==> src/supply_status_pkg.sv <==
package supply_status_pkg;

	// clock
	localparam int CLK_PERIOD_NS = 25;

	// timing figures in their own units, cycle counts derived
	localparam int SUPPLY_DEBOUNCE_US     = 1000;
	localparam int SUPPLY_DEBOUNCE_CYCLES =
		SUPPLY_DEBOUNCE_US * 1000 / CLK_PERIOD_NS;
	localparam int CABLE_DRAIN_LIMIT_US     = 10000;
	localparam int CABLE_DRAIN_LIMIT_CYCLES =
		CABLE_DRAIN_LIMIT_US * 1000 / CLK_PERIOD_NS;

	// register indices; byte address is four times the index
	localparam logic [11:0] IDX_SUPPLY_RESULTS  = 12'h808;
	localparam logic [11:0] IDX_SUPPLY_CHANGE   = 12'h809;
	localparam logic [11:0] IDX_POWER_EVENTS    = 12'h80a;
	localparam logic [11:0] IDX_DIAG_EVENTS     = 12'h80b;
	localparam logic [11:0] IDX_SUPPLY_IRQ_MASK = 12'h814;
	localparam logic [11:0] IDX_SUPPLY_CONTROL  = 12'h820;
	localparam logic [11:0] IDX_DEBOUNCE_SELECT = 12'h821;

	// implemented bits
	localparam logic [7:0] SUPPLY_IMPL_MASK = 8'h3d;
	localparam logic [7:0] DIAG_IMPL_MASK   = 8'h0f;
	localparam logic [7:0] CONTROL_MASK     = 8'hf7;

	// power_event_flags positions
	localparam int PWR_RESULTS_VALID = 7;
	localparam int PWR_CABLE_FAULT   = 6;
	localparam int PWR_CC2_BACKDRIVE = 5;
	localparam int PWR_SUPPLY_FAULT  = 4;
	localparam int PWR_FET2_ON       = 3;
	localparam int PWR_FET1_ON       = 2;
	localparam int PWR_CC1_BACKDRIVE = 1;
	localparam int PWR_OVERCURRENT   = 0;

	// diagnostic_event_flags positions
	localparam int DBG_CABLE_DRAINING = 3;
	localparam int DBG_SUPPLY_DRAINING = 2;
	localparam int DBG_STRAP_B_DONE    = 1;
	localparam int DBG_STRAP_A_DONE    = 0;

	// supply control register positions
	localparam int CTL_COMP_ENABLE = 0;
	localparam int CTL_STANDALONE  = 1;
	localparam int CTL_DFP         = 2;
	localparam int CTL_STRAP_A_REQ = 4;
	localparam int CTL_STRAP_B_REQ = 5;
	localparam int CTL_DRAIN_LO    = 6;

	localparam logic [7:0] RESET_BYTE = 8'h00;

	typedef struct packed {
		logic level3;
		logic level2;
		logic level1;
		logic level0;
		logic safe_zero;
	} supply_hits_t;

	typedef struct packed {
		logic vconn_overcurrent;
		logic cc1_backdrive;
		logic cc2_backdrive;
		logic fet1_on;
		logic fet2_on;
		logic supply_drain_fault;
		logic cable_power_above_level;
		logic cable_power_draining;
		logic supply_draining;
		logic strap_a_done;
		logic strap_b_done;
	} power_cond_t;

	typedef struct packed {
		logic       comp_enable;
		logic       standalone;
		logic       dfp;
		logic [1:0] strap_sample_req;
		logic [1:0] cable_drain_ctrl;
	} supply_ctrl_t;

endpackage

==> src/supply_match_and_power_event_status.sv <==
// Function
// RL1 - result bit is one when sensed supply exceeds its programmed threshold
// RL2 - result bits 5:2 thresholds 3..0, bit 0 safe-zero; 7:6,1 reserved
// RL3 - outside standalone, results read zero until comparator is enabled
// RL4 - selected thresholds pass the debouncer; others use raw result
// RL5 - change flag sets whenever its result bit changes, stays set
// RL6 - writing one clears a change flag, writing zero leaves it
// RL7 - power bit 7 sets when results first become valid after enable
// RL8 - power bit 6: cable power stays high too long while draining
// RL9 - power bit 5 follows back-drive on second CC pin, level source
// RL10 - power bit 1 follows back-drive on first CC pin, level source
// RL11 - power bit 4 latches supply drain overrun pulse until cleared
// RL12 - power bits 3,2 show second and first cable FET supplying power
// RL13 - power bit 0 shows cable FET over-current, level source
// RL14 - level-sourced flags reassert after clear while condition lasts
// RL15 - pulse-sourced flags latch and hold until cleared, never reassert
// RL16 - diagnostic bit 3 shows cable power draining, standalone DFP only
// RL17 - diagnostic bit 2 shows supply draining, level until finished
// RL18 - diagnostic bits 1,0 latch strap sampling done after a request
// RL19 - diagnostic bits 7:4 reserved, read zero
// RL20 - change flag raises supply interrupt only when its mask bit is set
// RL21 - reserved bits in all four registers read zero, ignore writes
//
// Local design decision: the AHB-Lite interface to the registers.
`timescale 1ns/1ps
module supply_match_and_power_event_status
	import supply_status_pkg::*;
#(
	parameter int DEBOUNCE_CYCLES    = SUPPLY_DEBOUNCE_CYCLES,
	parameter int DRAIN_LIMIT_CYCLES = CABLE_DRAIN_LIMIT_CYCLES,
	parameter int DEB_W              = 16,
	parameter int DRAIN_W            = 24
) (
	input  wire logic         hclk,
	input  wire logic         hresetn,
	input  wire logic         hsel,
	input  wire logic [31:0]  haddr,
	input  wire logic [1:0]   htrans,
	input  wire logic         hwrite,
	input  wire logic [2:0]   hsize,
	input  wire logic [31:0]  hwdata,
	input  wire logic         hready,
	output logic              hreadyout,
	output logic              hresp,
	output logic [31:0]       hrdata,
	input  wire supply_hits_t supply_level_raw,
	input  wire power_cond_t  cond,
	output supply_ctrl_t      ctrl,
	output logic              supply_irq
);

	// bus address phase capture
	logic        wr_pend;
	logic [11:0] wr_idx;
	logic        take;
	logic [11:0] a_idx;

	// no wait states: every register answers from flops or a mux
	assign hreadyout = 1'b1;
	assign hresp     = 1'b0;
	assign take      = hsel && hready && htrans[1];
	assign a_idx     = haddr[13:2];

	always_ff @(posedge hclk or negedge hresetn) begin
		if (!hresetn) begin
			wr_pend <= 1'b0;
			wr_idx  <= 12'h000;
		end else begin
			wr_pend <= take && hwrite && (hsize == 3'h2);
			wr_idx  <= a_idx;
		end
	end

	// data-phase write strobes
	logic       wr_change;
	logic       wr_power;
	logic       wr_diag;
	logic       wr_mask;
	logic       wr_ctrl;
	logic       wr_dbsel;
	logic [7:0] wbyte;

	assign wbyte     = hwdata[7:0];
	assign wr_change = wr_pend && (wr_idx == IDX_SUPPLY_CHANGE);
	assign wr_power  = wr_pend && (wr_idx == IDX_POWER_EVENTS);
	assign wr_diag   = wr_pend && (wr_idx == IDX_DIAG_EVENTS);
	assign wr_mask   = wr_pend && (wr_idx == IDX_SUPPLY_IRQ_MASK);
	assign wr_ctrl   = wr_pend && (wr_idx == IDX_SUPPLY_CONTROL);
	assign wr_dbsel  = wr_pend && (wr_idx == IDX_DEBOUNCE_SELECT);

	// software-owned settings
	logic [7:0] ctrl_reg;
	logic [7:0] debounce_select;
	logic [7:0] irq_mask;
	logic       strap_a_evt;
	logic       strap_b_evt;

	always_ff @(posedge hclk or negedge hresetn) begin
		if (!hresetn) begin
			debounce_select <= RESET_BYTE;
			irq_mask        <= RESET_BYTE;
		end else begin
			if (wr_dbsel)
				debounce_select <= wbyte & SUPPLY_IMPL_MASK;
			if (wr_mask)
				irq_mask <= wbyte & SUPPLY_IMPL_MASK; // RL21
		end
	end

	// sample requests drop when the sampler reports done
	always_ff @(posedge hclk or negedge hresetn) begin
		if (!hresetn) begin
			ctrl_reg <= RESET_BYTE;
		end else if (wr_ctrl) begin
			ctrl_reg <= wbyte & CONTROL_MASK;
		end else begin
			if (strap_a_evt)
				ctrl_reg[CTL_STRAP_A_REQ] <= 1'b0;
			if (strap_b_evt)
				ctrl_reg[CTL_STRAP_B_REQ] <= 1'b0;
		end
	end

	assign ctrl.comp_enable         = ctrl_reg[CTL_COMP_ENABLE];
	assign ctrl.standalone          = ctrl_reg[CTL_STANDALONE];
	assign ctrl.dfp                 = ctrl_reg[CTL_DFP];
	assign ctrl.strap_sample_req[0] = ctrl_reg[CTL_STRAP_A_REQ];
	assign ctrl.strap_sample_req[1] = ctrl_reg[CTL_STRAP_B_REQ];
	assign ctrl.cable_drain_ctrl    = ctrl_reg[CTL_DRAIN_LO +: 2];

	logic comp_en;
	logic standalone_dfp;

	assign comp_en        = ctrl_reg[CTL_COMP_ENABLE];
	assign standalone_dfp = ctrl_reg[CTL_STANDALONE] && ctrl_reg[CTL_DFP];

	// comparator outputs are asynchronous to hclk
	// bits are synchronised one by one; skew between them is absorbed
	// by the debouncer or shows as two quick changes when unselected
	logic [7:0] raw_map;
	logic [7:0] raw_meta;
	logic [7:0] raw_sync;

	assign raw_map = {2'b00, supply_level_raw.level3,
		supply_level_raw.level2, supply_level_raw.level1,
		supply_level_raw.level0, 1'b0, supply_level_raw.safe_zero}; // RL2

	always_ff @(posedge hclk or negedge hresetn) begin
		if (!hresetn) begin
			raw_meta <= RESET_BYTE;
			raw_sync <= RESET_BYTE;
		end else begin
			raw_meta <= raw_map;
			raw_sync <= raw_meta;
		end
	end

	// per-threshold debouncer
	logic [7:0] filt;
	logic [7:0] settled;

	localparam logic [DEB_W-1:0] DEB_LAST = DEB_W'(DEBOUNCE_CYCLES - 1);

	for (genvar i = 0; i < 8; i++) begin : g_deb
		if (SUPPLY_IMPL_MASK[i]) begin : g_on
			logic [DEB_W-1:0] cnt;
			logic             last;
			logic             f;
			logic             s;

			always_ff @(posedge hclk or negedge hresetn) begin
				if (!hresetn) begin
					cnt  <= '0;
					last <= 1'b0;
					f    <= 1'b0;
					s    <= 1'b0;
				end else begin
					last <= raw_sync[i];
					if (!comp_en) begin
						cnt <= '0;
						s   <= 1'b0;
					end else if (!debounce_select[i]) begin
						cnt <= '0;
						f   <= raw_sync[i]; // RL4
						s   <= 1'b1;
					end else if (raw_sync[i] != last) begin
						cnt <= '0;
					end else if (cnt == DEB_LAST) begin
						f   <= raw_sync[i]; // RL4
						s   <= 1'b1;
					end else begin
						cnt <= cnt + 1'b1;
					end
				end
			end
			assign filt[i]    = f;
			assign settled[i] = s;
		end else begin : g_off
			assign filt[i]    = 1'b0;
			assign settled[i] = 1'b1;
		end
	end

	// visible results: zero until enabled unless standalone
	// limitation: standalone with the comparator off shows held results
	logic [7:0] results;
	logic [7:0] results_prev;

	assign results = (comp_en || ctrl_reg[CTL_STANDALONE]) ?
		(filt & SUPPLY_IMPL_MASK) : RESET_BYTE; // RL1 RL3

	always_ff @(posedge hclk or negedge hresetn) begin
		if (!hresetn)
			results_prev <= RESET_BYTE;
		else
			results_prev <= results;
	end

	// change flags, set beats a same-cycle clear
	// so a change landing with a clear write is never lost
	logic [7:0] change_flags;

	always_ff @(posedge hclk or negedge hresetn) begin
		if (!hresetn)
			change_flags <= RESET_BYTE;
		else
			change_flags <= (change_flags & ~(wr_change ? wbyte : 8'h00))
				| (results ^ results_prev); // RL5 RL6
	end

	assign supply_irq = |(change_flags & irq_mask); // RL20

	// first valid result after the comparator is enabled
	logic valid_lvl;
	logic valid_seen;
	logic valid_evt;

	assign valid_lvl = comp_en && (&settled);
	assign valid_evt = valid_lvl && !valid_seen;

	// only the first enable counts; re-enabling does not re-raise it
	always_ff @(posedge hclk or negedge hresetn) begin
		if (!hresetn)
			valid_seen <= 1'b0;
		else if (valid_lvl)
			valid_seen <= 1'b1; // RL7
	end

	// cable power drain watchdog
	logic [DRAIN_W-1:0] drain_cnt;
	logic               drain_watch;
	logic               cable_fault_evt;

	localparam logic [DRAIN_W-1:0] DRAIN_LIMIT = DRAIN_W'(DRAIN_LIMIT_CYCLES);

	assign drain_watch = standalone_dfp && !ctrl_reg[CTL_DRAIN_LO + 1]
		&& cond.cable_power_draining && cond.cable_power_above_level; // RL8
	assign cable_fault_evt = drain_watch && (drain_cnt == DRAIN_LIMIT); // RL8

	always_ff @(posedge hclk or negedge hresetn) begin
		if (!hresetn)
			drain_cnt <= '0;
		else if (!drain_watch)
			drain_cnt <= '0;
		else if (drain_cnt <= DRAIN_LIMIT)
			drain_cnt <= drain_cnt + 1'b1;
	end

	// power event flags
	// level sources set again every cycle, so a clear only sticks once
	// the condition has gone; pulse sources hold until software clears
	logic [7:0] power_flags;
	logic [7:0] power_set;

	always_comb begin
		power_set                    = 8'h00;
		power_set[PWR_RESULTS_VALID] = valid_evt; // RL7
		power_set[PWR_CABLE_FAULT]   = cable_fault_evt; // RL8
		power_set[PWR_CC2_BACKDRIVE] = cond.cc2_backdrive; // RL9 RL14
		power_set[PWR_SUPPLY_FAULT]  = cond.supply_drain_fault; // RL11 RL15
		power_set[PWR_FET2_ON]       = cond.fet2_on; // RL12 RL14
		power_set[PWR_FET1_ON]       = cond.fet1_on; // RL12 RL14
		power_set[PWR_CC1_BACKDRIVE] = cond.cc1_backdrive; // RL10 RL14
		power_set[PWR_OVERCURRENT]   = cond.vconn_overcurrent; // RL13 RL14
	end

	always_ff @(posedge hclk or negedge hresetn) begin
		if (!hresetn)
			power_flags <= RESET_BYTE;
		else
			power_flags <= (power_flags & ~(wr_power ? wbyte : 8'h00))
				| power_set;
	end

	// diagnostic flags; done pulses count only while requested
	logic [7:0] diag_flags;
	logic [7:0] diag_set;

	assign strap_a_evt = cond.strap_a_done && ctrl_reg[CTL_STRAP_A_REQ];
	assign strap_b_evt = cond.strap_b_done && ctrl_reg[CTL_STRAP_B_REQ];

	always_comb begin
		diag_set                      = 8'h00;
		diag_set[DBG_CABLE_DRAINING]  = standalone_dfp
			&& cond.cable_power_draining; // RL16
		diag_set[DBG_SUPPLY_DRAINING] = cond.supply_draining; // RL17
		diag_set[DBG_STRAP_B_DONE]    = strap_b_evt; // RL18
		diag_set[DBG_STRAP_A_DONE]    = strap_a_evt; // RL18
	end

	always_ff @(posedge hclk or negedge hresetn) begin
		if (!hresetn)
			diag_flags <= RESET_BYTE;
		else
			diag_flags <= ((diag_flags & ~(wr_diag ? wbyte : 8'h00))
				| diag_set) & DIAG_IMPL_MASK; // RL19
	end

	// read side; reserved positions forced low
	logic [7:0] rd_byte;

	always_comb begin
		case (a_idx)
			IDX_SUPPLY_RESULTS:  rd_byte = results;
			IDX_SUPPLY_CHANGE:   rd_byte = change_flags & SUPPLY_IMPL_MASK;
			IDX_POWER_EVENTS: begin
				rd_byte = power_flags;
				if (!standalone_dfp)
					rd_byte[PWR_CABLE_FAULT] = 1'b0; // RL8
			end
			IDX_DIAG_EVENTS: begin
				rd_byte = diag_flags; // RL19
				if (!standalone_dfp)
					rd_byte[DBG_CABLE_DRAINING] = 1'b0; // RL16
			end
			IDX_SUPPLY_IRQ_MASK: rd_byte = irq_mask;
			IDX_SUPPLY_CONTROL:  rd_byte = ctrl_reg;
			IDX_DEBOUNCE_SELECT: rd_byte = debounce_select;
			default:             rd_byte = 8'h00;
		endcase
	end

	// per-register mask of implemented positions; reserved reads zero
	logic [7:0] rd_keep;
	logic [7:0] power_keep;
	logic [7:0] diag_keep;

	// mode-only bits vanish from reads outside standalone DFP
	always_comb begin
		power_keep                    = 8'hff;
		power_keep[PWR_CABLE_FAULT]   = standalone_dfp; // RL8
		diag_keep                     = DIAG_IMPL_MASK;
		diag_keep[DBG_CABLE_DRAINING] = standalone_dfp; // RL16
	end

	always_comb begin
		case (a_idx)
			IDX_SUPPLY_RESULTS:  rd_keep = SUPPLY_IMPL_MASK; // RL2
			IDX_SUPPLY_CHANGE:   rd_keep = SUPPLY_IMPL_MASK; // RL21
			IDX_POWER_EVENTS:    rd_keep = power_keep;
			IDX_DIAG_EVENTS:     rd_keep = diag_keep; // RL19
			IDX_SUPPLY_IRQ_MASK: rd_keep = SUPPLY_IMPL_MASK; // RL21
			IDX_SUPPLY_CONTROL:  rd_keep = CONTROL_MASK;
			IDX_DEBOUNCE_SELECT: rd_keep = SUPPLY_IMPL_MASK;
			default:             rd_keep = 8'h00;
		endcase
	end

	// read data registered at the address phase for the data phase
	always_ff @(posedge hclk or negedge hresetn) begin
		if (!hresetn)
			hrdata <= 32'h0000_0000;
		else if (take && !hwrite)
			hrdata <= {24'h00_0000, rd_byte & rd_keep};
	end

endmodule

==> config.mk <==
export PLATFORM = sky130hd
export DESIGN_NAME = supply_match_and_power_event_status
export DESIGN_NICKNAME = d
export VERILOG_FILES = /design/src/supply_status_pkg.sv /design/src/supply_match_and_power_event_status.sv
export SDC_FILE = /design/constraint.sdc
export NUM_CORES = 1
export LEC_CHECK = 0
export BUFFER_PORTS_ARGS = -buffer_cell sky130_fd_sc_hd__buf_4
export CAP_MARGIN = 15
export CORE_AREA = 2 2 184 186
export CTS_BUF_LIST = sky130_fd_sc_hd__clkbuf_16
export DETAILED_ROUTE_END_ITERATION = 7
export DIE_AREA = 0 0 186 188
export PLACE_DENSITY = 0.42
export SETUP_SLACK_MARGIN = 0.1
export SYNTH_ARGS = -nofsm -noshare
export SYNTH_HDL_FRONTEND = slang
export SYNTH_SLANG_ARGS = --single-unit
==> constraint.sdc <==
create_clock -name hclk -period 2.6 [get_ports hclk]
set_input_delay 0.39 -clock hclk [delete_from_list [all_inputs] [get_ports hclk]]
set_output_delay 0.39 -clock hclk [all_outputs]
set_load 0.01 [all_outputs]
======== Word level (Yosys, flattened, before mapping) ========
Cells that the tools add are included.
storage, ports and cells
  register bits ........................... 194
  latch bits .............................. 0
  memory bits (writable) .................. 0
  bits in read-only memories .............. 0
  bits of input ports ..................... 90
  memories kept ........................... 0
operators by class
  $add $sub $neg .......................... 6
  multipliers ............................. 0
  div/mod/pow operators ................... 0
  order comparisons ....................... 1
  equal/unequal tests ..................... 51
  shift-type cells ........................ 0
  multiplexer cells ....................... 68
  bitwise logic cells ..................... 12
  reduce and logical (&&, ||, !) cells .... 40
operators by type and width
  kind                                                   number
  two-way mux 16 bit                                     20
  equality test 12 bit, second input constant            13
  adder 16 x 1 -> 16 bit, second input constant          5
  equality test 16 bit, second input constant            5
  one-hot mux 8 bit (7 select lines)                     1
  two-way mux 24 bit                                     2
  two-way mux 1 bit                                      39
  one-hot mux 8 bit (4 select lines)                     1
  adder 24 x 1 -> 24 bit, second input constant          1
  AND 8 bit                                              3
  equality test 24 x 19 -> 1 bit, second input constant  1
  <= comparator 24 x 19 -> 1 bit, second input constant  1
  logical AND 1 bit                                      21
  != test 4 bit, second input constant                   5
  two-way mux 8 bit                                      2
  inverter 8 bit                                         2
  != test 3 x 2 -> 1 bit, second input constant          5
  != test 3 bit, second input constant                   5
  AND reduction 3 bit                                    5
  != test 2 x 1 -> 1 bit, second input constant          6
  != test 2 bit, second input constant                   5
  AND reduction 2 bit                                    5
  AND 8 x 6 -> 8 bit                                     1
  bitwise OR 8 x 6 -> 8 bit                              1
  16 further kinds                                       23

======== Depth between registers and ports, before layout ========
Gate-level depths: netlist of run 1.
  word-level depth ........................ 6
  depth in mapped cells ................... 7
  depth with buffers taken out ............ 7

======== Worst setup path after synthesis of run 1 ========
Ideal clock, no wire load.
  kind .................................... flip-flop to flip-flop
  from .................................... register drain_cnt[0]
  to ...................................... register drain_cnt[17]
  data arrival time ....................... 1.917 ns
  setup slack ............................. 0.605 ns
  cell stages (with the launch flop) ...... 8
  path buffers ............................ 0
  period minus slack after synthesis ...... 1.995 ns
  cell sequence ........................... dfrtp_1 inv_1 ha_1 nor4b_4 nand4_4 a211o_1 or4_1 a21oi_1
between the ends
  word-level cells in the longest chain between the ends .. 3
RTL lines
  item                    RTL line                                    source
  from (decl)             supply_match_and_power_event_status.sv:250  logic [DRAIN_W-1:0] drain_cnt;
  from (signal assigned)  supply_match_and_power_event_status.sv:266  drain_cnt <= drain_cnt + 1'b1;
  adder 24 x 1 -> 24 bit  supply_match_and_power_event_status.sv:266
  two-way mux 24 bit      supply_match_and_power_event_status.sv:265  else if (drain_cnt <= DRAIN_LIMIT)
  two-way mux 24 bit      supply_match_and_power_event_status.sv:263  else if (!drain_watch)
Parallel ways exist; a longest one is shown, timed or not. The select of a mux whose other input is x is not followed.
A chain may end at the register's enable or synchronous reset.

======== Worst setup path in the final report of run 1 ========
Same ends and word-level chain as after synthesis.

==> reports/metrics.cfg, run 1 <==
[pwr]
p_seq_share_pct=50.7
max-vdd-ir-drop_mv=0.399
p_total_mw=6.10
sw_frac_of_total_pct=24.5
clkPwrFrac_pct=43.5
p_switching_mw=1.50
internal_power_mw=4.61
p_leak_nw=4.49
p_comb_share_pct=5.8
p_per_area_nw_per_um2=574

[setup_path]
crit_path_max_fanout=9
critPathBufInv=1
r2r_cells=7
worstReg2RegEnd=drain_cnt[17]
critPathTopFamily=simple AND/OR/NAND/NOR gates
crit_chain=inv_1 -> ha_1 -> nor4b_4 -> nand4_4 -> a211o_1 -> or4_1 -> a21oi_1
rrSetupSlack_ns=0.39
crit_path_top_delay_cell=or4_1
startpoint_type=flip-flop
worst_setup_path_end_kind=flip-flop
max_stage_delay_ns=0.49
cp.required_ns=2.95
r2r-start=drain_cnt[0]
cp.arrival_ns=2.57
path_class=reg -> reg

[die]
die_h_um=188
io_pins=132
die_w_um=186
core_um2=33100
rows=67
initial_utilization_pct=27.5
die_area_um2=35000

[cells_and_area]
layout_commonest_cell=dfrtp_1
layout_common_cells=dfrtp_1 (190), nor2_1 (94), buf_4 (70)
largest_register=g_deb.g_on.cnt
final_area_um2=10600
fin_nets=1042
drive_gt1_share_pct=14.8
final_cells=1406
largest_reg_flops=80
syn2layout_area_growth_pct=16.9
n_antenna_cell=0
fill_cells=3402
top_regs=g_deb.g_on.cnt x80, drain_cnt x24, wr_idx x12

[clock_tree]
clock_latency_ns=0.43
clock_sinks=190
cts_buffers=17
clock-root-buffer=clkbuf_16
clk_path_buf_depth=2
cts_tree=built
htree_levels=4
clkTransAtPathRegs_ns=0.08

[placement]
port_buffers=60
placed_area_um2=10000
dpl.cell_count=1372
dpl.hpwl_mm=14.6
gp_congestion=0.721

[sta]
worst_pin_slew_ns=0.805
clock.fmax_mhz=452
rsz0062_at_grt=no
hold_viol=0
min_period_ns=2.21
fin_skew_ns=0.0128
fin_hold_ws_ns=0.0636
finalCritPeriodShare_pct=85.2
slew_viol_final=0
totalNegativeSetupSlack_ns=0
slew_headroom_pct=45.9
setup_viol=0

[drt]
viasPerCell=4.59
drt-initial-drc-count=430
wl_per_cell_um=14.7
routed_wirelength_mm=20.7
first_pass_iters=5
final_antenna_net_count=0
drc=0
vias=6452

[grt]
grt_pass1_wl_mm=34.4
overflow=0
grt_pass1_vias=6472
grt_max_degree=65
grt_usage_pct=12.4
antenna_found_initial=0

[hold_path]
holdPathEnd=wr_idx[10]
min_path_cells=1
hold_start=haddr[12]
min_path_type=in -> reg

[run]
drv_cap=0

[logic_synthesis]
synthFlopType=dfrtp_1
synth_area_per_cell_um2=10.4
synth_edf_count=0
seq_area_frac_synth_pct=52.2
async_flop_share_pct=100
synth_cell_type_count=70
syn_inst=879
ys_seq_elements=190
synthesis.area_um2=9100
synth_warnings=0

[status]
outcome=complete, no violations

==> cell usage after synthesis (7+ instances only) <==
master      n  area share (%)
ha_1        7            0.96
and2_1     13            0.89
o21ai_0    20             1.1
a21o_1     13             1.1
nor2b_1    10            0.69
nand3_1    47             2.6
nor4_1      9            0.62
and3_1     26             1.8
xnor2_1    51             4.9
buf_4      26             2.1
xor2_1     29             2.8
nor2_1     94             3.9
a21oi_1    36             2.0
dfrtp_1   190              52
mux2i_1     9            0.99
clkbuf_1   23            0.95
a31oi_1    15             1.0
nor3_1     15            0.82
nand4_1    21             1.4
inv_1      24            0.99
mux2_2     20             2.5
nand2_1    68             2.8
==> what timing repair did <==
item,4_1_cts,5_1_grt
setup endpoints to repair,0,1
hold buffers,1,0
resized for setup,0,0
buffers inserted,0,1
hold endpoints to repair,52,0
==> how the worst max path moves through the flow <==
stage | start | endpoint | slack (ns) | cells after the start
2_1_floorplan | drain_cnt[0] | drain_cnt[17] | 0.61 | 7
3_3_place_gp | wr_idx[9] | debounce_select[3] | 0.42 | 5
3_5_place_dp | wr_idx[9] | debounce_select[3] | 0.35 | 5
4_1_cts | wr_idx[9] | debounce_select[2] | 0.34 | 5
5_1_grt | wr_idx[9] | ctrl_reg[1] | 0.19 | 5
6_report | drain_cnt[0] | drain_cnt[17] | 0.39 | 7
==> layout make-up <==
class	instances	area [µm²]	share of cell area (%)
Clock buffer	17	425	4.00
Clock inverter	15	160	1.51
Inverter	24	90.1	0.847
Multi-Input combinational cell	638	4060	38.1
Sequential cell	190	4750	44.7
Tap cell	448	561	5.27
Timing Repair Buffer	74	589	5.54
==> per-stage QoR <==
stage	setup slack, ns	util, %
2_1_floorplan	0.605	-
3_3_place_gp	0.419	30.3
3_5_place_dp	0.354	30.3
4_1_cts	0.335	32.1
5_1_grt	0.188	32.1
6_report	0.386	32.1
==> power by group through the flow <==
| stage | clock network, mW | logic, mW | registers, mW |
|---|---|---|---|
| after floorplan | 0 | 0.201 | 3.13 |
| after global placement | 0 | 0.364 | 3.15 |
| after detailed placement | 0 | 0.365 | 3.15 |
| after CTS | 2.75 | 0.367 | 3.09 |
| after global routing | 2.88 | 0.406 | 3.11 |
| final | 2.65 | 0.354 | 3.09 |
==> cells by family after synthesis <==
family | after synthesis | share of synthesized area, %
AOI/OAI and AO/OA | 144 | 11.0
xor gates and xnor gates | 80 | 7.70
adders and majority gates | 7 | 0.962
buffers and inverters | 75 | 4.18
DFF | 190 | 52.2
muxes | 29 | 3.46
other | 2 | 0.0825
and+or+nand+nor | 352 | 20.4
==> layer usage <==
layer / part of all wire [%] / global-route usage (%) / up-vias
li1: - / - / 3190
met1: 49 / 17.1 / 3176
met2: 47 / 19.9 / 71
met3: 2.5 / 2.08 / 15
met4: 1.0 / 3.36 / 0
met5: 0 / 0 / -
No activity file was read; power rests on OpenSTA's default activity.
==> run 2: changes to the inputs <==
--- a/config.mk
+++ b/config.mk
@@ -6,4 +6,5 @@
 export NUM_CORES = 1
 export LEC_CHECK = 0
+export ABC_CLOCK_PERIOD_IN_PS = 2600
 export BUFFER_PORTS_ARGS = -buffer_cell sky130_fd_sc_hd__buf_4
 export CAP_MARGIN = 15
==> constraint.sdc (replaced) <==
create_clock -name hclk -period 2.6 [get_ports hclk]
set_input_delay 0.52 -clock hclk [delete_from_list [all_inputs] [get_ports hclk]]
set_output_delay 0.52 -clock hclk [all_outputs]
set_load 0.01 [all_outputs]
==> run 2 against run 1 <==
  * Clock-buffer cell count is the same
  * First-iteration DRC count is 19% lower
  * Power fell by 1.6%
  * Maximum frequency up 0.77%
  * Global-route usage rose by 0.18 points
  * Non-clock buffer count is the same
  * Critical path depth is the same
  * Die area unchanged
  * Worst hold slack improved by 0.022 ns
  * Worst setup slack improved by 0.017 ns
  * Largest cell class unchanged
  * Highest routed layer unchanged
==> reports/metrics.cfg, run 2 (synthesized netlist as in run 1, its figures left out) <==
[placement]
dpl.cell_count=1374  ; +0.15%
placed_area_um2=10100  ; +0.27%
dpl.hpwl_mm=14.7  ; +0.96%
port_buffers=60  ; unchanged
gp_congestion=0.713  ; -1.2%

[setup_path]
cp.arrival_ns=2.55  ; -0.02 ns
cp.required_ns=2.95  ; about the same
critPathBufInv=1  ; unchanged
crit_start=drain_cnt[0]
crit_path_max_fanout=9  ; unchanged
crit_chain=inv_1 -> ha_1 -> nor4b_4 -> nand4_4 -> a211o_1 -> or4_1 -> a21oi_1
max_stage_delay_ns=0.49  ; about the same
startpoint_type=flip-flop
crit_path_top_delay_cell=or4_1
r2r_cells=7  ; unchanged
crit_cells=7  ; unchanged
critPathTopFamily=simple AND/OR/NAND/NOR gates
worst_setup_path_end_kind=flip-flop
r2r-start=drain_cnt[0]
rrSetupSlack_ns=0.40  ; +0.02 ns
path_class=reg -> reg

[grt]
overflow=0  ; unchanged
grt_usage_pct=12.5  ; +0.18 points
grt_pass1_vias=6498  ; +0.40%
antenna_found_initial=0  ; unchanged
grt_max_degree=65  ; unchanged
grt_pass1_wl_mm=34.8  ; +1.3%

[drt]
met1_length_mm=10.2  ; -0.78%
viasPerCell=4.61  ; +0.51%
drt-initial-drc-count=347  ; -19%
final_antenna_net_count=0  ; unchanged
vias=6485  ; +0.51%
first_pass_iters=5  ; unchanged
top_layer=met4
routed_wirelength_mm=20.9  ; +0.92%
met2_length_mm=9.97  ; +2.4%
drc=0  ; unchanged
route.met3.wl_um=555  ; +6.5%
wl_per_cell_um=14.9  ; +0.92%

[cells_and_area]
n_antenna_cell=0  ; unchanged
drive_gt1_share_pct=14.8  ; unchanged
final_cells=1406  ; unchanged
largest_reg_flops=80  ; unchanged
largest_register=g_deb.g_on.cnt
fin_util_pct=32.1  ; about the same
fin_nets=1042  ; unchanged
final_area_um2=10600  ; about the same
syn2layout_area_growth_pct=16.8  ; about the same
layout_commonest_cell=dfrtp_1
top_regs=g_deb.g_on.cnt x80, drain_cnt x24, wr_idx x12
layout_common_cells=dfrtp_1 (190), nor2_1 (94), buf_4 (70)

[die]
io_pins=132  ; unchanged
die_area_um2=35000  ; unchanged
die_h_um=188  ; unchanged
core_um2=33100  ; unchanged
rows=67  ; unchanged
die_w_um=186  ; unchanged
initial_utilization_pct=27.5  ; unchanged

[pwr]
max-vdd-ir-drop_mv=0.317  ; -21%
p_leak_nw=4.49  ; about the same
p_per_area_nw_per_um2=565  ; -1.5%

[clock_tree]
clkTransAtPathRegs_ns=0.08  ; about the same
ctsResizeCount=0  ; unchanged
cts_tree=built
clock_sinks=190  ; unchanged
clock-root-buffer=clkbuf_16
cts_buffers=17  ; unchanged
postCtsSetupBuffers=0  ; unchanged
clock_latency_ns=0.43  ; about the same
htree_levels=4  ; unchanged
postCtsHoldBufs=0  ; -1
clk_path_buf_depth=2  ; unchanged

[sta]
fin_hold_ws_ns=0.0853  ; +0.0217 ns
finalCritPeriodShare_pct=84.5  ; -0.65 points
min_period_ns=2.20  ; -0.0169 ns
slew_headroom_pct=50.4  ; +4.6 points
hold_viol=0  ; unchanged
worst_pin_slew_ns=0.737  ; -0.0679 ns
rsz0062_at_grt=no
totalNegativeSetupSlack_ns=0  ; unchanged
slew_viol_final=0  ; unchanged
clock.fmax_mhz=455  ; +0.77%
setup_viol=0  ; unchanged
fin_skew_ns=0.0118  ; -0.00101 ns

[status]
outcome=complete, no violations

[run]
drv_cap=0  ; unchanged

[hold_path]
min_path_type=in -> async

-- run 2: cell types whose count changed in the layout (fill, tap and decap cells not counted) --
cell | before | now
inv_6 | 4 | 2
clkinv_1 | 2 | 1
clkinvlp_4 | 2 | 3
bufinv_16 | 2 | 1
inv_1 | 24 | 26
inv_8 | 1 | 3
dlygate4sd3_1 | 1 | 0
buf_12 | 2 | 3
clkinv_2 | 1 | 0
-- run 2: where the power goes --
group | leakage [nW] | switching (mW) | internal [mW]
clock | 0.276 | 1.22 | 1.34
combinational | 1.75 | 0.209 | 0.148
sequential | 2.46 | 0.0657 | 3.03
total | 4.49 | 1.49 | 4.51
-- run 2: metal layers --
metal | track usage [%] | up-vias
met3 | 2.25 | 13
met2 | 20.3 | 86
met1 | 17.1 | 3187
met5 | 0 | -
li1 | - | 3199
met4 | 3.63 | 0
-- run 2: layout make-up --
cell class,instances,area [µm²]
Clock buffer,17,425
Clock inverter,15,141
Fill cell,3435,22500
Inverter,24,90.1
Multi-Input combinational cell,638,4060
Sequential cell,190,4750
Tap cell,448,561
Timing Repair Buffer,74,599
-- run 2: final timing paths --
path,endpoint
max in group asynchronous,power_flags[3]
hold reg to reg,raw_sync[0]
hold / removal,g_deb[5].g_on.cnt[3]
min in group hclk,raw_meta[3]
setup reg to reg,drain_cnt[17]
setup / recovery,drain_cnt[17]
-- run 2: per-stage QoR --
step	setup slack (ns)	power, mW
finish	0.403	6.01
global route	0.254	6.31
CTS	0.383	6.12
detailed placement	0.334	3.52
global placement	0.334	3.52
floorplan	0.605	3.33
==> run 3: changes to the inputs <==
- ABC_CLOCK_PERIOD_IN_PS: 2600 -> 2000
- PLACE_DENSITY: 0.42 -> 0.44
- clock period: 2.6 -> 2 ns (I/O delays scaled with it)
==> run 3 against run 2 <==
  * Final area rose by 6.9%
  * Clock power rose by 35%
  * Via count rose by 4.3%
  * Power rose by 33%
  * Clock skew fell by 0.00093 ns
  * Largest cell class unchanged
==> reports/metrics.cfg, run 3 (synthesized netlist as in run 1, its figures left out) <==
[cells_and_area]
fin_nets=1111  ; +6.6%
largest_reg_flops=80  ; unchanged
multiInputGateArea_um2=4230  ; +4.3%
drive_gt1_share_pct=22.7  ; +7.9 points
register_area_um2=4750  ; unchanged
layout_commonest_cell=dfrtp_1
fill_cells=3362  ; -2.1%
top_regs=g_deb.g_on.cnt x80, drain_cnt x24, wr_idx x12
fin_util_pct=34.3  ; +2.2 points
layout_common_cells=dfrtp_1 (190), buf_4 (134), nor2_1 (94)
largest_register=g_deb.g_on.cnt
syn2layout_area_growth_pct=24.8
n_antenna_cell=0  ; unchanged

[drt]
drt-initial-drc-count=341  ; -1.7%
first_pass_iters=4  ; -1
wl_per_cell_um=14.5  ; -2.6%
vias=6761  ; +4.3%
viasPerCell=4.58  ; -0.62%
routed_wirelength_mm=21.3  ; +2.1%
drc=0  ; unchanged
final_antenna_net_count=0  ; unchanged

[die]
rows=67  ; unchanged
core_um2=33100  ; unchanged
die_h_um=188  ; unchanged
die_area_um2=35000  ; unchanged
io_pins=132  ; unchanged
initial_utilization_pct=27.5  ; unchanged
die_w_um=186  ; unchanged

[grt]
grt_usage_pct=12.9  ; +0.34 points
overflow=0  ; unchanged
grt_max_degree=48  ; -26%
grt_pass1_vias=6869  ; +5.7%
antenna_found_initial=0  ; unchanged
grt_pass1_wl_mm=35.8  ; +2.8%

[setup_path]
worstReg2RegEnd=drain_cnt[17]
crit_chain=nor4_4 -> o211ai_2 -> a211o_1 -> or4_4 -> a21oi_2
crit_path_top_delay_cell=or4_4
rrSetupSlack_ns=0.09  ; -0.31 ns
max_stage_delay_ns=0.42  ; -0.07 ns
cp.required_ns=2.36  ; -0.59 ns
path_class=reg -> reg
cp.arrival_ns=2.27  ; -0.28 ns
crit_path_max_fanout=6  ; -3
startpoint_type=flip-flop
r2r_cells=5  ; -2
critPathBufInv=0  ; -1
critPathTopFamily=simple AND/OR/NAND/NOR gates
worst_setup_path_end_kind=flip-flop
r2r-start=drain_cnt[15]

[clock_tree]
htree_levels=4  ; unchanged
cts_tree=built
clock_sinks=190  ; unchanged
clock-root-buffer=clkbuf_16
clk_path_buf_depth=2  ; unchanged
clock_latency_ns=0.44  ; about the same
cts_buffers=17  ; unchanged
clkTransAtPathRegs_ns=0.08  ; about the same

[hold_path]
min_path_cells=1
holdPathEnd=raw_meta[0]
hold_start=supply_level_raw[0]
min_path_type=in -> reg

[sta]
slew_headroom_pct=57.1  ; +6.6 points
worst_pin_slew_ns=0.644  ; -0.0929 ns
setup_viol=0  ; unchanged
setup_ws_ns=0.0931  ; -0.310 ns
slew_viol_final=0  ; unchanged
hold_viol=0  ; unchanged
fin_skew_ns=0.0109  ; -0.000932 ns
clock.fmax_mhz=524  ; +15%
rsz0062_at_grt=yes
min_period_ns=1.91  ; -0.290 ns
finalCritPeriodShare_pct=95.3  ; +11 points
totalNegativeSetupSlack_ns=0  ; unchanged

[placement]
dpl.hpwl_mm=15.4  ; +4.4%
port_buffers=60  ; unchanged
gp_congestion=0.748  ; +5.0%
post-place-ws_ns=-0.0887  ; -0.422 ns

[run]
drv_cap=0  ; unchanged

[pwr]
p_per_area_nw_per_um2=702  ; +24%
p_leak_nw=4.88  ; +8.8%
max-vdd-ir-drop_mv=0.433  ; +37%

[status]
outcome=complete, no violations

-- run 3: changes by cell type in the layout (fill, tap and decap cells not counted), moves of 4 or more --
cell	change
mux2_4	+5
inv_6	+4
a211oi_1	-4
buf_6	+4
buf_4	+64
mux2_2	-5
-- run 3: final cells by class --
class	count	area share, %
Clock inverter	15	1.40
Clock buffer	17	3.75
Timing Repair Buffer	143	9.99
Sequential cell	190	41.9
Inverter	24	0.793
Tap cell	448	4.94
Multi-Input combinational cell	638	37.3
-- run 3: worst max path at each step --
| stage | from | endpoint | cells after the start |
|---|---|---|---|
| 6_report | drain_cnt[15] | drain_cnt[17] | 5 |
| 5_1_grt | drain_cnt[1] | drain_cnt[17] | 7 |
| 4_1_cts | drain_cnt[0] | drain_cnt[17] | 7 |
| 3_5_place_dp | haddr[9] | hrdata[4] | 7 |
| 3_3_place_gp | haddr[9] | hrdata[5] | 7 |
| 2_1_floorplan | drain_cnt[0] | drain_cnt[17] | 7 |
-- run 3: what timing repair did --
action / 4_1_cts / 5_1_grt
setup endpoints to repair: 16 / 51
hold buffers: 1 / 0
buffers inserted: 4 / 1
pin swaps: 4 / 2
resized for setup: 3 / 35
hold endpoints to repair: 40 / 0
-- run 3: worst register-to-register path, stage by stage, from the launching register on --
cell	delay, ns
dfrtp_1	0.41
nor4_4	0.34
o211ai_2	0.25
a211o_1	0.31
or4_4	0.42
a21oi_2	0.12
-- run 3: where the power goes --
group,internal [mW],switching (mW)
Clock,1.86,1.58
Combinational,0.223,0.284
Sequential,3.93,0.0821
-- run 3: per-layer routing --
metal  up-vias  wire [µm]  global-route usage [%]
li1       3334          -                       -
met1      3302      10500                    17.7
met2       108       9830                    20.4
met3        17        783                    2.56
met4         0        235                    3.94
met5         -          0                       0
-- run 3: metrics by stage --
step                      hold WS, ns  std cells  power [mW]  cell area (µm²)
after global routing           0.0343       1475        8.34            11400
after detailed placement        0.340       1437        4.60            10500
final                          0.0581       1475        7.97            11400
after CTS                      0.0295       1474        8.11            11200
after global placement          0.336       1437        4.60            10500
after floorplan                 0.104        903        4.33             9190
